===== src/common/sdsc_pkg.sv =====
// shared constants and types for the sent diagnostic and slow channel block
package sdsc_pkg;
   // slow channel message identifiers
   localparam logic [7:0] SDSC_ID_DIAG = 8'h01;
   localparam logic [7:0] SDSC_ID_TYPE = 8'h03;
   localparam logic [7:0] SDSC_ID_MAKER = 8'h05;
   localparam logic [7:0] SDSC_ID_REV = 8'h06;
   localparam logic [7:0] SDSC_ID_SUPPLY = 8'h1c;
   localparam logic [7:0] SDSC_ID_TEMP = 8'h23;
   localparam logic [7:0] SDSC_ID_UNIT = 8'h29;
   localparam logic [7:0] SDSC_ID_USER0 = 8'h90;
   // message cycle
   localparam int SDSC_NUM_MSG = 18;
   localparam logic [4:0] SDSC_LAST_SLOT = 5'h11;
   // revision payloads
   localparam logic [11:0] SDSC_REV_P0 = 12'h000;
   localparam logic [11:0] SDSC_REV_P1 = 12'h002;
   localparam logic [11:0] SDSC_REV_P2 = 12'h003;
   localparam logic [11:0] SDSC_REV_P3 = 12'h004;
   localparam logic [11:0] SDSC_ZERO12 = 12'h000;
   localparam logic [11:0] SDSC_ONES12 = 12'hfff;
   // diagnostic status codes
   localparam logic [11:0] SDSC_DC_OOR_HI = 12'h001;
   localparam logic [11:0] SDSC_DC_OOR_LO = 12'h002;
   localparam logic [11:0] SDSC_DC_UNDER = 12'h020;
   localparam logic [11:0] SDSC_DC_OVER = 12'h021;
   localparam logic [11:0] SDSC_DC_TEMP = 12'h022;
   localparam logic [11:0] SDSC_DC_SBE = 12'h023;
   localparam logic [11:0] SDSC_DC_ASIL = 12'h800;
   // fast channel diagnostic substitutes
   localparam logic [11:0] SDSC_FC_DIAG_A = 12'hfff;
   localparam logic [11:0] SDSC_FC_DIAG_H = 12'hffa;
   // status nibble bit positions
   localparam int SDSC_ST_DIAG = 0;
   localparam int SDSC_ST_WARN = 1;
   // link config word bit positions
   localparam int SDSC_CW1_ESP = 0;
   localparam int SDSC_CW2_MASK_DIAG = 0;
   localparam int SDSC_CW2_MASK_WARN = 1;
   // curve
   localparam int SDSC_NPTS = 17;
   localparam int SDSC_NCOEF = 16;
   localparam logic [11:0] SDSC_OUT_MAX = 12'hfff;
   typedef enum logic [2:0] {SDSC_FMT_A1, SDSC_FMT_A3, SDSC_FMT_H1, SDSC_FMT_H3,
                             SDSC_FMT_H4} sdsc_fmt_t;
   typedef enum logic [1:0] {SDSC_CAL_LINEAR, SDSC_CAL_EQUI17, SDSC_CAL_FREE} sdsc_cal_t;
endpackage : sdsc_pkg


===== src/common/sdsc_coef_if.sv =====
// coefficient lookup carrier between the curve logic and the coefficient memory
`timescale 1ns/1ns
`default_nettype none
interface sdsc_coef_if;
   logic [3:0] addr;
   logic [11:0] rdata;
   modport user (output addr, input rdata);
   modport mem (input addr, output rdata);
endinterface : sdsc_coef_if
`default_nettype wire


===== src/hdl/sdsc_top.sv =====
// sent slow channel messages, status nibble and fast channel diagnostics
//
// The register offsets and the address-and-strobe port were left to the implementer.
`timescale 1ns/1ns
`default_nettype none
module sdsc_top
   import sdsc_pkg::*;
(
   input wire logic clk_i, // 20 mhz clock
   input wire logic rst_i, // sync reset, active high
   input wire logic [7:0] addr_i, // register address
   input wire logic [15:0] wdata_i, // register write data
   input wire logic wr_i, // write strobe
   input wire logic rd_i, // read strobe
   output logic [15:0] rdata_o, // read data, one cycle after rd_i
   input wire logic msg_next_i, // advance slow channel message
   input wire logic diag_mode_i, // device in diagnostic mode
   input wire logic [11:0] asil_flags_i, // safety mechanism flags
   input wire logic sbe_i, // corrected memory bit error
   input wire logic [11:0] angle_i, // measured angle
   input wire logic [8:0] supply_i, // supply measurement
   input wire logic [7:0] temp_i, // temperature measurement
   output logic [7:0] msg_id_o, // slow channel identifier
   output logic [11:0] msg_data_o, // slow channel payload
   output logic [3:0] status_o, // status nibble
   output logic [11:0] fast_o // fast channel value
);
   // register map (word offsets)
   localparam logic [7:0] A_CW1 = 8'h00;
   localparam logic [7:0] A_CW2 = 8'h01;
   localparam logic [7:0] A_SEL = 8'h02;
   localparam logic [7:0] A_OOR_HI = 8'h03;
   localparam logic [7:0] A_OOR_LO = 8'h04;
   localparam logic [7:0] A_VLIM = 8'h05;
   localparam logic [7:0] A_TLIM = 8'h06;
   localparam logic [7:0] A_ZERO = 8'h07;
   localparam logic [7:0] A_RANGE = 8'h08;
   localparam logic [7:0] A_CSW = 8'h09;
   localparam logic [7:0] A_CLO = 8'h0a;
   localparam logic [7:0] A_CHI = 8'h0b;
   localparam logic [7:0] A_STAT = 8'h0c;
   localparam logic [7:0] A_USER0 = 8'h10;
   localparam logic [7:0] A_COEF0 = 8'h20;
   parameter logic [11:0] MAKER_CODE = 12'h5a5; // arbitrary value
   parameter logic [11:0] TYPE_CODE = 12'h059; // sensor type, plain default

   logic [15:0] cw1_r, cw1_nxt, cw2_r, cw2_nxt, sel_r, sel_nxt;
   logic [11:0] oor_hi_r, oor_hi_nxt, oor_lo_r, oor_lo_nxt;
   logic [8:0] vlo_r, vlo_nxt, vhi_r, vhi_nxt;
   logic [7:0] tlim_r, tlim_nxt;
   logic [11:0] zero_r, zero_nxt, range_r, range_nxt, csw_r, csw_nxt;
   logic [11:0] clo_r, clo_nxt, chi_r, chi_nxt;
   logic [11:0] user_r [8];
   logic [11:0] user_nxt [8];
   logic [15:0] rdata_r, rdata_nxt;
   logic coef_we;

   // synchronised measurement inputs
   logic diag_s1_r, diag_s2_r, sbe_s1_r, sbe_s2_r;
   logic [11:0] ang_s1_r, ang_s2_r;
   logic [8:0] sup_s1_r, sup_s2_r;
   logic [7:0] tmp_s1_r, tmp_s2_r;

   // slow channel
   logic [4:0] slot_r, slot_nxt;
   logic [7:0] id_r, id_nxt;
   logic [11:0] pay_r, pay_nxt;
   logic [3:0] stat_r, stat_nxt;
   logic [11:0] fast_r, fast_nxt;
   logic [11:0] diag_code;
   logic w_oor_hi, w_oor_lo, w_under, w_over, w_temp, warn;
   logic [11:0] curve_out;

   sdsc_coef_if cif ();

   //////////////////////////////////////////////////////////////////////////
   // registers reached over the plain port
   always_comb begin
      cw1_nxt = cw1_r;
      cw2_nxt = cw2_r;
      sel_nxt = sel_r;
      oor_hi_nxt = oor_hi_r;
      oor_lo_nxt = oor_lo_r;
      vlo_nxt = vlo_r;
      vhi_nxt = vhi_r;
      tlim_nxt = tlim_r;
      zero_nxt = zero_r;
      range_nxt = range_r;
      csw_nxt = csw_r;
      clo_nxt = clo_r;
      chi_nxt = chi_r;
      user_nxt = user_r;
      coef_we = 1'b0;
      if (wr_i) begin
         if (addr_i == A_CW1) begin
            cw1_nxt = wdata_i;
         end else if (addr_i == A_CW2) begin
            cw2_nxt = wdata_i;
         end else if (addr_i == A_SEL) begin
            sel_nxt = wdata_i;
         end else if (addr_i == A_OOR_HI) begin
            oor_hi_nxt = wdata_i[11:0];
         end else if (addr_i == A_OOR_LO) begin
            oor_lo_nxt = wdata_i[11:0];
         end else if (addr_i == A_VLIM) begin
            vlo_nxt = {1'b0, wdata_i[7:0]};
            vhi_nxt = {1'b1, wdata_i[15:8]};
         end else if (addr_i == A_TLIM) begin
            tlim_nxt = wdata_i[7:0];
         end else if (addr_i == A_ZERO) begin
            zero_nxt = wdata_i[11:0];
         end else if (addr_i == A_RANGE) begin
            range_nxt = wdata_i[11:0];
         end else if (addr_i == A_CSW) begin
            csw_nxt = wdata_i[11:0];
         end else if (addr_i == A_CLO) begin
            clo_nxt = wdata_i[11:0];
         end else if (addr_i == A_CHI) begin
            chi_nxt = wdata_i[11:0];
         end else if (addr_i[7:3] == A_USER0[7:3]) begin
            user_nxt[addr_i[2:0]] = wdata_i[11:0];
         end else if (addr_i[7:4] == A_COEF0[7:4]) begin
            coef_we = 1'b1;
         end
      end
      // read answer; unmapped addresses read zero
      rdata_nxt = 16'h0000;
      if (rd_i) begin
         if (addr_i == A_CW1) begin
            rdata_nxt = cw1_r;
         end else if (addr_i == A_CW2) begin
            rdata_nxt = cw2_r;
         end else if (addr_i == A_SEL) begin
            rdata_nxt = sel_r;
         end else if (addr_i == A_STAT) begin
            rdata_nxt = {stat_r, 7'h00, slot_r};
         end else if (addr_i[7:3] == A_USER0[7:3]) begin
            rdata_nxt = {4'h0, user_r[addr_i[2:0]]};
         end
      end
   end

   always_ff @(posedge clk_i) begin
      if (rst_i) begin
         cw1_r <= 16'h0001;
         cw2_r <= 16'h0000;
         sel_r <= 16'h0000;
         oor_hi_r <= SDSC_ONES12;
         oor_lo_r <= SDSC_ZERO12;
         vlo_r <= 9'h000;
         vhi_r <= 9'h1ff;
         tlim_r <= 8'hff;
         zero_r <= SDSC_ZERO12;
         range_r <= SDSC_ONES12;
         csw_r <= SDSC_ONES12;
         clo_r <= SDSC_ZERO12;
         chi_r <= SDSC_ONES12;
         user_r <= '{default: SDSC_ZERO12};
         rdata_r <= 16'h0000;
      end else begin
         cw1_r <= cw1_nxt;
         cw2_r <= cw2_nxt;
         sel_r <= sel_nxt;
         oor_hi_r <= oor_hi_nxt;
         oor_lo_r <= oor_lo_nxt;
         vlo_r <= vlo_nxt;
         vhi_r <= vhi_nxt;
         tlim_r <= tlim_nxt;
         zero_r <= zero_nxt;
         range_r <= range_nxt;
         csw_r <= csw_nxt;
         clo_r <= clo_nxt;
         chi_r <= chi_nxt;
         user_r <= user_nxt;
         rdata_r <= rdata_nxt;
      end
   end

   //////////////////////////////////////////////////////////////////////////
   // two-stage synchronisers for measurement and status inputs
   always_ff @(posedge clk_i) begin
      diag_s1_r <= diag_mode_i;
      diag_s2_r <= diag_s1_r;
      sbe_s1_r <= sbe_i;
      sbe_s2_r <= sbe_s1_r;
      ang_s1_r <= angle_i;
      ang_s2_r <= ang_s1_r;
      sup_s1_r <= supply_i;
      sup_s2_r <= sup_s1_r;
      tmp_s1_r <= temp_i;
      tmp_s2_r <= tmp_s1_r;
   end

   //////////////////////////////////////////////////////////////////////////
   // curve and its coefficient store
   sdsc_coef_mem u_mem (
      .clk_i(clk_i),
      .rst_i(rst_i),
      .we_i(coef_we),
      .waddr_i(addr_i[3:0]),
      .wdata_i(wdata_i[11:0]),
      .port_b(cif.mem)
   );

   sdsc_curve u_curve (
      .clk_i(clk_i),
      .rst_i(rst_i),
      .cal_mode_i(sel_r[9:8]),
      .neg_slope_i(sel_r[10]),
      .angle_i(ang_s2_r),
      .zero_angle_i(zero_r),
      .range_i(range_r),
      .clamp_switch_i(csw_r),
      .clamp_lo_i(clo_r),
      .clamp_hi_i(chi_r),
      .coef(cif.user),
      .out_o(curve_out)
   );

   //////////////////////////////////////////////////////////////////////////
   // warnings, diagnostic code and slow channel payload
   always_comb begin
      w_oor_hi = curve_out > oor_hi_r;
      w_oor_lo = curve_out < oor_lo_r;
      w_under = sup_s2_r < vlo_r;
      w_over = sup_s2_r > vhi_r;
      w_temp = tmp_s2_r > tlim_r;
      warn = w_oor_hi | w_oor_lo | w_under | w_over | w_temp | sbe_s2_r;
      // most severe first: diagnostic mode, then warnings
      if (diag_s2_r) begin
         diag_code = SDSC_DC_ASIL | asil_flags_i;
      end else if (w_oor_hi) begin
         diag_code = SDSC_DC_OOR_HI;
      end else if (w_oor_lo) begin
         diag_code = SDSC_DC_OOR_LO;
      end else if (w_under) begin
         diag_code = SDSC_DC_UNDER;
      end else if (w_over) begin
         diag_code = SDSC_DC_OVER;
      end else if (w_temp) begin
         diag_code = SDSC_DC_TEMP;
      end else if (sbe_s2_r) begin
         diag_code = SDSC_DC_SBE;
      end else begin
         diag_code = SDSC_ZERO12;
      end
      if (!cw1_r[SDSC_CW1_ESP]) begin
         diag_code = SDSC_ZERO12;
      end

      slot_nxt = slot_r;
      if (msg_next_i) begin
         slot_nxt = (slot_r == SDSC_LAST_SLOT) ? 5'h00 : slot_r + 5'h01;
      end
      // fixed schedule: diag/temp/supply twice
      id_nxt = SDSC_ID_DIAG;
      pay_nxt = diag_code;
      case (slot_nxt)
         5'h01, 5'h08: begin
            id_nxt = SDSC_ID_TEMP;
            pay_nxt = {4'h0, tmp_s2_r};
         end
         5'h02, 5'h09: begin
            id_nxt = SDSC_ID_SUPPLY;
            pay_nxt = {3'h0, sup_s2_r};
         end
         5'h03: begin
            id_nxt = SDSC_ID_TYPE;
            pay_nxt = TYPE_CODE;
         end
         5'h04: begin
            id_nxt = SDSC_ID_UNIT;
            pay_nxt = sel_r[2] ? SDSC_ONES12 : SDSC_ZERO12;
         end
         5'h05: begin
            id_nxt = SDSC_ID_MAKER;
            pay_nxt = MAKER_CODE;
         end
         5'h06: begin
            id_nxt = SDSC_ID_REV;
            case (sel_r[1:0])
               2'h0: pay_nxt = SDSC_REV_P0;
               2'h1: pay_nxt = SDSC_REV_P1;
               2'h2: pay_nxt = SDSC_REV_P2;
               default: pay_nxt = SDSC_REV_P3;
            endcase
         end
         5'h00, 5'h07: begin
            id_nxt = SDSC_ID_DIAG;
         end
         default: begin
            id_nxt = SDSC_ID_USER0 + 8'(slot_nxt - 5'h0a);
            pay_nxt = user_r[3'(slot_nxt - 5'h0a)];
         end
      endcase

      // status nibble; checksum elsewhere omits it
      stat_nxt = 4'h0;
      stat_nxt[SDSC_ST_DIAG] = diag_s2_r & ~cw2_r[SDSC_CW2_MASK_DIAG];
      stat_nxt[SDSC_ST_WARN] = warn & ~diag_s2_r & ~cw2_r[SDSC_CW2_MASK_WARN];

      // fast channel substitution by format
      fast_nxt = curve_out;
      if (diag_s2_r) begin
         case (sel_r[6:4])
            3'(SDSC_FMT_A1): fast_nxt = SDSC_FC_DIAG_A;
            3'(SDSC_FMT_A3): fast_nxt = curve_out;
            default: fast_nxt = SDSC_FC_DIAG_H;
         endcase
      end
   end

   // message slot, payload and nibble registers; 8+12 bit frame
   always_ff @(posedge clk_i) begin
      if (rst_i) begin
         slot_r <= 5'h00;
         id_r <= SDSC_ID_DIAG;
         pay_r <= SDSC_ZERO12;
         stat_r <= 4'h0;
         fast_r <= SDSC_ZERO12;
      end else begin
         slot_r <= slot_nxt;
         id_r <= id_nxt;
         pay_r <= pay_nxt;
         stat_r <= stat_nxt;
         fast_r <= fast_nxt;
      end
   end

   assign rdata_o = rdata_r;
   assign msg_id_o = id_r;
   assign msg_data_o = pay_r;
   assign status_o = stat_r;
   assign fast_o = fast_r;

   //////////////////////////////////////////////////////////////////////////
   // checks
   property p_diag_mask;
      @(posedge clk_i) disable iff (rst_i) cw2_r[SDSC_CW2_MASK_DIAG] |=> !status_o[SDSC_ST_DIAG];
   endproperty
   a_diag_mask: assert property (p_diag_mask) else $error("diag bit not masked");
   property p_warn_mask;
      @(posedge clk_i) disable iff (rst_i) cw2_r[SDSC_CW2_MASK_WARN] |=> !status_o[SDSC_ST_WARN];
   endproperty
   a_warn_mask: assert property (p_warn_mask) else $error("warn bit not masked");
   property p_diag_bit;
      @(posedge clk_i) disable iff (rst_i)
         diag_s2_r && !cw2_r[SDSC_CW2_MASK_DIAG] |=> status_o[SDSC_ST_DIAG];
   endproperty
   a_diag_bit: assert property (p_diag_bit) else $error("diag bit missing");
   property p_fast_a1;
      @(posedge clk_i) disable iff (rst_i)
         diag_s2_r && sel_r[6:4] == 3'(SDSC_FMT_A1) |=> fast_o == SDSC_FC_DIAG_A;
   endproperty
   a_fast_a1: assert property (p_fast_a1) else $error("format a1 substitute wrong");
   property p_rev;
      @(posedge clk_i) disable iff (rst_i)
         msg_id_o == SDSC_ID_REV |-> msg_data_o == (($past(sel_r[1:0]) == 2'h0) ? SDSC_REV_P0
            : ($past(sel_r[1:0]) == 2'h1) ? SDSC_REV_P1
            : ($past(sel_r[1:0]) == 2'h2) ? SDSC_REV_P2 : SDSC_REV_P3);
   endproperty
   a_rev: assert property (p_rev) else $error("revision payload wrong");
   property p_maker;
      @(posedge clk_i) disable iff (rst_i) msg_id_o == SDSC_ID_MAKER |-> msg_data_o == MAKER_CODE;
   endproperty
   a_maker: assert property (p_maker) else $error("maker code wrong");
   property p_esp;
      @(posedge clk_i) disable iff (rst_i)
         !cw1_r[SDSC_CW1_ESP] && $stable(cw1_r) && msg_id_o == SDSC_ID_DIAG
            |-> msg_data_o == SDSC_ZERO12;
   endproperty
   a_esp: assert property (p_esp) else $error("detail code without enable");
   property p_wrap;
      @(posedge clk_i) disable iff (rst_i)
         msg_next_i && slot_r == SDSC_LAST_SLOT |=> slot_r == 5'h00 && msg_id_o == SDSC_ID_DIAG;
   endproperty
   a_wrap: assert property (p_wrap) else $error("cycle wrap wrong");
endmodule : sdsc_top
`default_nettype wire


===== src/hdl/sdsc_coef_mem.sv =====
// sixteen-word coefficient memory with registered read data
`timescale 1ns/1ns
`default_nettype none
module sdsc_coef_mem
   import sdsc_pkg::*;
(
   input wire logic clk_i, // clock
   input wire logic rst_i, // sync reset
   input wire logic we_i, // write strobe
   input wire logic [3:0] waddr_i, // write index
   input wire logic [11:0] wdata_i, // write data
   sdsc_coef_if.mem port_b // read port
);
   logic [11:0] mem_r [SDSC_NCOEF];
   logic [11:0] rdata_r;
   logic [11:0] rdata_nxt;

   // read data one cycle after address
   always_comb begin
      rdata_nxt = mem_r[port_b.addr];
   end

   // storage has no reset: loaded by software after start
   always_ff @(posedge clk_i) begin
      if (we_i) begin
         mem_r[waddr_i] <= wdata_i;
      end
      if (rst_i) begin
         rdata_r <= SDSC_ZERO12;
      end else begin
         rdata_r <= rdata_nxt;
      end
   end
   assign port_b.rdata = rdata_r;
endmodule : sdsc_coef_mem
`default_nettype wire


===== src/hdl/sdsc_curve.sv =====
// output transfer characteristic: linear clamp or 17-point interpolation
`timescale 1ns/1ns
`default_nettype none
module sdsc_curve
   import sdsc_pkg::*;
(
   input wire logic clk_i, // clock
   input wire logic rst_i, // sync reset
   input wire logic [1:0] cal_mode_i, // calibration type
   input wire logic neg_slope_i, // invert slope in linear mode; otherwise only picks the over-range clamp
   input wire logic [11:0] angle_i, // measured angle
   input wire logic [11:0] zero_angle_i, // reference angle
   input wire logic [11:0] range_i, // angular range
   input wire logic [11:0] clamp_switch_i, // clamp switch angle
   input wire logic [11:0] clamp_lo_i, // lower clamp
   input wire logic [11:0] clamp_hi_i, // upper clamp
   sdsc_coef_if.user coef, // coefficient lookup
   output logic [11:0] out_o // shaped output
);
   logic [11:0] rel_r, rel_nxt, frac_r, frac_nxt, lo_r, lo_nxt, out_r, out_nxt;
   logic [11:0] raw, hi_r, hi_nxt;
   logic [23:0] prod, hi_w, lo_w;
   logic [3:0] seg_r, seg_nxt;
   logic over_r, over_nxt, wrap, ph_r, ph_nxt;

   // clamp helper shared by both curve kinds
   function automatic logic [11:0] sdsc_clamp(input logic [11:0] v, input logic [11:0] lo,
                                              input logic [11:0] hi);
      sdsc_clamp = (v < lo) ? lo : ((v > hi) ? hi : v);
   endfunction : sdsc_clamp

   // stage 1: angle relative to reference, scaled to the programmed range
   always_comb begin
      rel_nxt = angle_i - zero_angle_i;
      wrap = (rel_nxt >= clamp_switch_i); // beyond switch angle clamps to clamp_hi_i, or to clamp_lo_i with neg slope
      prod = (range_i == SDSC_ZERO12) ? 24'h000000 : ({12'h000, rel_nxt} << 12) / range_i;
      over_nxt = wrap | (rel_nxt >= range_i);
      seg_nxt = prod[11:8]; // points rescale with range
      frac_nxt = {prod[7:0], 4'h0};
      if (neg_slope_i) begin
         rel_nxt = SDSC_OUT_MAX - prod[11:0];
      end else begin
         rel_nxt = prod[11:0];
      end
   end
   // one read port serves both ends of a segment: odd cycles fetch the lower point,
   // so a fast angle step takes two extra cycles to settle
   assign coef.addr = ph_r ? seg_nxt - 4'h1 : seg_nxt;

   // stage 2: pick linear or interpolated level
   always_comb begin
      ph_nxt = ~ph_r;
      hi_nxt = hi_r;
      lo_nxt = lo_r;
      // segment 0 starts from zero, every other lower point is the previous coefficient
      if (ph_r) begin
         hi_nxt = coef.rdata;
      end else begin
         lo_nxt = (seg_r == 4'h0) ? SDSC_ZERO12 : coef.rdata;
      end
      // full-width products: a 12-bit product would lose the interpolation weight
      hi_w = 24'(hi_r) * 24'(SDSC_OUT_MAX - frac_r);
      lo_w = 24'(lo_r) * 24'(SDSC_OUT_MAX - frac_r);
      raw = rel_r; // linear mode
      if (cal_mode_i != 2'(SDSC_CAL_LINEAR)) begin
         // point level from coefficient, 16 segments across 17 points
         raw = hi_r - hi_w[23:12] + lo_w[23:12];
      end
      if (over_r) begin
         raw = neg_slope_i ? clamp_lo_i : clamp_hi_i;
      end
      out_nxt = sdsc_clamp(raw, clamp_lo_i, clamp_hi_i);
   end

   always_ff @(posedge clk_i) begin
      if (rst_i) begin
         rel_r <= SDSC_ZERO12;
         frac_r <= SDSC_ZERO12;
         lo_r <= SDSC_ZERO12;
         seg_r <= 4'h0;
         over_r <= 1'b0;
         out_r <= SDSC_ZERO12;
         ph_r <= 1'b0;
         hi_r <= SDSC_ZERO12;
      end else begin
         rel_r <= rel_nxt;
         frac_r <= frac_nxt;
         lo_r <= lo_nxt;
         seg_r <= seg_nxt;
         over_r <= over_nxt;
         out_r <= out_nxt;
         ph_r <= ph_nxt;
         hi_r <= hi_nxt;
      end
   end
   assign out_o = out_r;
endmodule : sdsc_curve
`default_nettype wire


===== config.mk =====
export PLATFORM = sky130hd
export DESIGN_NAME = sdsc_top
export DESIGN_NICKNAME = d
export VERILOG_FILES = /design/src/common/sdsc_pkg.sv /design/src/common/sdsc_coef_if.sv /design/src/hdl/sdsc_top.sv /design/src/hdl/sdsc_coef_mem.sv /design/src/hdl/sdsc_curve.sv
export SDC_FILE = /design/constraint.sdc
export NUM_CORES = 2
export LEC_CHECK = 0
export BUFFER_PORTS_ARGS = -buffer_cell sky130_fd_sc_hd__buf_4
export CORE_MARGIN = 2
export CORE_UTILIZATION = 25
export DETAILED_ROUTE_END_ITERATION = 10
export PLACE_DENSITY = 0.49
export SLEW_MARGIN = 20
export SYNTH_ARGS = -nofsm -noshare
export SYNTH_HDL_FRONTEND = slang
export SYNTH_SLANG_ARGS = --single-unit

===== constraint.sdc =====
create_clock -name clk_i -period 152.6 [get_ports clk_i]
set_input_delay 15.26 -clock clk_i [delete_from_list [all_inputs] [get_ports clk_i]]
set_output_delay 15.26 -clock clk_i [all_outputs]
set_load 0.005 [all_outputs]

After elaboration in Yosys (flattened, before gate mapping):

Memory sizes are Yosys's and may differ from the RTL's. A register that Yosys moved wholly into a read port is not among the register bits.
Index checks and enable logic that the tools add are counted.

* bits in registers: 437
* RAM bits: 192
* bits of input ports: 72
* output and inout port bits: 52
* logic and storage cells: 209
* memories kept: 1

Memory list
* u_mem.mem_r: words 16, bits a word 12, read ports 1, clocked after Yosys merged registers in 1, write ports 1, RTL line sdsc_coef_mem.sv:14 `logic [11:0] mem_r [SDSC_NCOEF];`

* add/sub/neg operators: 10
* multipliers: 2
* divide/modulo/power cells: 1
* $lt $le $gt $ge: 12
* equal/unequal tests: 27
* mux-type cells: 56
* bitwise logic cells: 28
* reduce and logical (&&, ||, !) cells: 25

Operators with widths (count)
* 12-bit 2-to-1 mux: 18
* 96-bit bitwise mux: 1
* 12-bit case mux with 7 select lines: 1
* 12-bit binary-select mux with 3-bit select: 2
* 16-bit 2-to-1 mux: 4
* 8-bit case mux with 7 select lines: 1
* 12-bit by 24-bit multiplier with 24-bit output: 2
* 8-bit by 4-bit == test with 1-bit output (second input constant): 5
* 12-bit demux with 3-bit select: 1
* 6-bit 2-to-1 mux: 6
* 8-bit by 3-bit == test with 1-bit output (second input constant): 4
* 24-bit by 12-bit divider with 24-bit output: 1
* 12-bit greater-or-equal comparator: 2
* 12-bit > comparator: 2
* 12-bit < comparator: 2
* 12-bit case mux with 2 select lines: 1
* 12-bit subtractor: 2
* 5-bit by 3-bit == test with 1-bit output (second input constant): 4
* 1-bit 2-to-1 mux: 17
* 1-bit inverter: 17
* 8-bit by 2-bit == test with 1-bit output (second input constant): 2
* 5-bit by 2-bit == test with 1-bit output (second input constant): 3
* 14-bit AND reduction: 1
* 13-bit AND reduction: 1
* 47 further kinds: 61

Longest topological paths before layout:

* word-level depth: 18
* gate-level depth with buffers: 304
* gate-level depth less buffers: 281

Modules after synthesis:

A second synthesis with hierarchy kept.

* cells, all modules: 5601
* area, all modules: 50395.8 µm²

Modules (own cells, without submodules)
* sdsc_curve: times used 1, cells an instance 3471, area each 27164.8 µm², sequential area each 1241.2 µm²
* sdsc_top: times used 1, cells an instance 1757, area each 15544.9 µm², sequential area each 7387.1 µm²
* sdsc_coef_mem: times used 1, cells an instance 373, area each 7686.1 µm², sequential area each 6005.8 µm²

Worst setup path before layout:

OpenSTA, ideal clock, no wires.

* kind: flip-flop to flip-flop
* from: reg zero_r[8]
* to: reg u_curve.rel_r[0]
* library setup time: 0.082 ns
* arrival time: 55.689 ns
* required time: 152.518 ns
* slack: 96.829 ns
* cell stages (with the launch flop): 296
* path buffers: 28
* clock period less this slack: 55.771 ns
* path through: dfxtp_1 > inv_1 > ha_1 > clkbuf_1 > a21o_1 > or4_1 > nor3_1 > nor2_1 > xnor2_1 > ha_1 > nor2b_1 > a21oi_1 > a31oi_1 > ha_1 > o21a_1 > o21ai_1 > nor3_1 > or2_2 > [... 260 more ...] > nand2b_1 > buf_1 > nor4_1 > and2_1 > buf_2 > nor2_1 > a211oi_1 > a21o_1 > ha_1 > a21o_1 > a21o_1 > a221oi_1 > o21ai_0 > nor4_1 > nand3_1 > a2111oi_2 > mux2i_1 > o2111ai_1

* word-level cells in the longest chain between the ends: 5

RTL lines
* from (decl): RTL line sdsc_top.sv:51 `logic [11:0] zero_r, zero_nxt, range_r, range_nxt, csw_r, csw_nxt;`
* from (signal assigned): RTL line sdsc_top.sv:169 `zero_r <= zero_nxt;`
* 12-bit subtractor (*): RTL line sdsc_curve.sv:34 `rel_nxt = angle_i - zero_angle_i;`
* 24-bit by 12-bit divider with 24-bit output (*): RTL line sdsc_curve.sv:36 `prod = (range_i == SDSC_ZERO12) ? 24'h000000 : ({12'h000, rel_nxt} << 12) / range_i;`
* 12-bit 2-to-1 mux (*): RTL line sdsc_curve.sv:36
* 12-bit subtractor: RTL line sdsc_curve.sv:41 `rel_nxt = SDSC_OUT_MAX - prod[11:0];`
* 12-bit 2-to-1 mux (*): RTL line sdsc_curve.sv:40 `if (neg_slope_i) begin`
* to (signal assigned): RTL line sdsc_curve.sv:86 `rel_r <= rel_nxt;`
* to (decl): RTL line sdsc_curve.sv:20 `logic [11:0] rel_r, rel_nxt, frac_r, frac_nxt, lo_r, lo_nxt, out_r, out_nxt;`

Mark *: on every way between the ends. The rest lies on a longest branch, timed or not.
A chain may end at the register's enable or synchronous reset.

Worst setup path after layout:

* from: reg zero_r[5]
* to: reg u_curve.rel_r[0]

The elaborated chain is that of the path after synthesis.

==> qor.yml <==
sta:
  fin_crit_ns: 65.11
  fin_crit_sh: 0.427
  setup_ws_ns: 87.49
  relSlewSlack: 0.237
  fin_hold_ws_ns: 0.323
  finalSetupViolCount: 0
  skew_ns: 0.0235
  rsz0062_at_grt: "no"
  hold_viol_final: 0
  worst_pin_slew_ns: 1.14
  finalSetupTns_ns: 0
  fmax_mhz: 15.4
  report.final.slew_viol_count: 0
cts:
  cts_resized: 0
  hold_buffers: 0
  numClockSinks: 635
  cts_root_buf: "clkbuf_16"
  cts_tree: "built"
  htreeDepth: 3
  postCtsSetupBuffers: 0
  cts_buffers: 72
  cts.path.max_buffers: 3
  clkSlewWorstSetupHoldPaths_ns: 0.06
  clk-insertion-delay-late_ns: 0.66
logic_synthesis:
  synth_seq_cells: 635
  ys.flop_type: "dfxtp_1"
  synth_top_area_cell: "dfxtp_1"
  synth.yosys.seq_area_share: 0.294
  synth_top_area_share: 0.178
  synthCells: 5615
  ys_async_sr_fraction: 0
  ys_warn_count: 0
  mappedNetlistArea_um2: 49700
  postSynthAreaPerCell_um2: 8.86
  synth_edf_count: 192
  ys_top_cells_by_area: "dfxtp_1 18%, edfxtp_1 12%, ha_1 11%"
  netlist-cell-type-count: 125
floorplan:
  fp.dieW_um: 450
  fp.dieH_um: 450
  die_area_um2: 203000
  rows: 163
  coreArea_um2: 197000
  ioPinCount: 124
  start_util: 0.252
critical_path:
  arrival_ns: 65.67
  slowest_delay_ns: 0.81
  worstSetupPathType: "reg2reg"
  crit_end: "u_curve.rel_r[0]"
  r2r_cells: 276
  cp-end-kind: "flop"
  required_ns: 153.16
  start_kind: "flop"
  cpMaxStageDelayCell: "o21ai_0"
  crit_path_frequent_cell: "o21a_1"
  crit_fanout: 29
  r2r_slack_ns: 87.49
  critPathLaunch: "zero_r[5]"
  regToRegStartpoint: "zero_r[5]"
  reg2reg_to: "u_curve.rel_r[0]"
route:
  wl_mm: 153
  drt-initial-drc-count: 2644
  firstDrtPassIters: 6
  post_drt_wl_per_cell_um: 18.3
  ant_nets: 0
  detail_route.vias_per_cell: 4.86
  vias: 40500
  drcViolationCount: 0
placement:
  globalplace.congestion: 0.837
  dp_cells: 8203
  dp_slack_ns: 88.18
  numPortBuffers: 120
  hpwlAfterDp_mm: 111
global_route:
  grt_pass1_vias: 40500
  antenna_found_initial: 4
  grt_pass1_wl_mm: 238
  grt-ovfl-total: 0
  grt_max_degree: 89
  grt_use_total: 0.149
power:
  leakagePower_nw: 23.4
  vdd_drop_max_uv: 17.1
  power_density_nw_per_um2: 16.9
cells_and_area:
  drive_gt1_frac: 0.101
  fin_nets: 6362
  instances_no_fill: 8336
  synthToLayoutAreaGrowth_pct: 12.7
hold_path:
  hold_path_class: "reg2reg"
run:
  maxCapViolCount: 0
outcome:
  status: "complete, no violations"
kinds of logic after synthesis:
| family | count (synthesis) | share of synthesized area |
|---|---|---|
| AO/OA/AOI/OAI | 1269 | 0.170 |
| AND/OR/NAND/NOR | 1979 | 0.190 |
| multiplexers | 251 | 0.0709 |
| XOR/XNOR | 167 | 0.0294 |
| other | 1 | 0.0000754 |
| adder cells (fa/ha/maj) | 653 | 0.195 |
| flip-flops | 635 | 0.294 |
| buffers and inverters | 660 | 0.0506 |
layer usage:
metal	track usage	vias up	part of all wire
met2	0.251	806	0.47
met4	0.0530	0	0.033
met3	0.0133	236	0.036
met1	0.198	19600	0.46
li1	-	19900	-
met5	0	-	0
worst min path at each step:
stage,slack [ns],end,cells after the start,startpoint
2_1_floorplan,0.31,ang_s2_r[0],0,ang_s1_r[0]
3_3_place_gp,0.31,tmp_s2_r[7],0,tmp_s1_r[7]
3_5_place_dp,0.31,ang_s2_r[0],0,ang_s1_r[0]
4_1_cts,0.32,ang_s2_r[0],0,ang_s1_r[0]
5_1_grt,0.33,ang_s2_r[0],0,ang_s1_r[0]
6_report,0.32,ang_s2_r[0],0,ang_s1_r[0]
worst max-delay path, delay by kind of cell, from the launching register on:
kind	cells	cell delay [ns]
compound gates	146	34.62
xor+xnor	1	0.53
fa+ha+maj	26	8.35
buf+inv	16	2.75
flops	1	0.38
mux	9	2.52
simple gates	78	15.72
metrics by stage:
| stage | total power [W] | utilization | instance area, µm² |
|---|---|---|---|
| 6_report | 0.000946 | 0.284 | 56000 |
| 5_1_grt | 0.00104 | 0.284 | 56000 |
| 4_1_cts | 0.000955 | 0.284 | 56000 |
| 3_5_place_dp | 0.000773 | 0.272 | 53700 |
| 3_3_place_gp | 0.000768 | 0.272 | 53600 |
| 2_1_floorplan | 0.000637 | - | 49700 |
synthesized netlist by cell type, types with 105 or more instances:
master / count
a21oi_1: 383
clkbuf_1: 207
dfxtp_1: 443
edfxtp_1: 192
fa_1: 203
ha_1: 450
inv_1: 403
mux2i_1: 109
nand2_1: 704
nand2b_1: 204
nand3_1: 108
nor2_1: 435
nor3_1: 147
o21a_1: 113
o21ai_0: 172
xnor2_1: 105
power by group:
part	internal (W)	switching, W
Combinational	0.000236	0.000346
Sequential	0.000180	0.00000828
Clock	0.000100	0.0000758
Total	0.000516	0.000430
state kept, by name, summed over array words and instances (netlist names), 16 cells and up:
signal	flops
u_mem.mem_r	192
sel_r	16
cw2_r	16
rdata_o	16
cw1_r	16
user_r	96
layout make-up:
class                           count  area [µm²]
Tap cell                         2640        3300
Antenna cell                        2        5.00
Clock buffer                       98        1960
Inverter                          404        1520
Sequential cell                   635       14600
Clock inverter                     33         410
Fill cell                       21000      141000
Multi-Input combinational cell   4321       32700
Timing Repair Buffer              203        1530
layout by cell type, fill, tap and decap left out, types with 47 or more instances in the layout:
cell type  count
nand4_1       47
inv_1        402
nand2b_1     204
buf_4        202
nor3_1       147
a21o_1       103
edfxtp_1     192
o21ai_0      172
clkbuf_16     72
mux2_2        63
nor2b_1       95
o211ai_1      92
mux4_2        72
dfxtp_1      442
nand2_1      704
mux2i_1      107
fa_1         203
ha_1         450
nand3_1      108
xor2_1        61
a21oi_1      383
xnor2_1      104
o21a_1       113
a211oi_1      71
nor2_1       427
(Power assumes the default switching activity.)
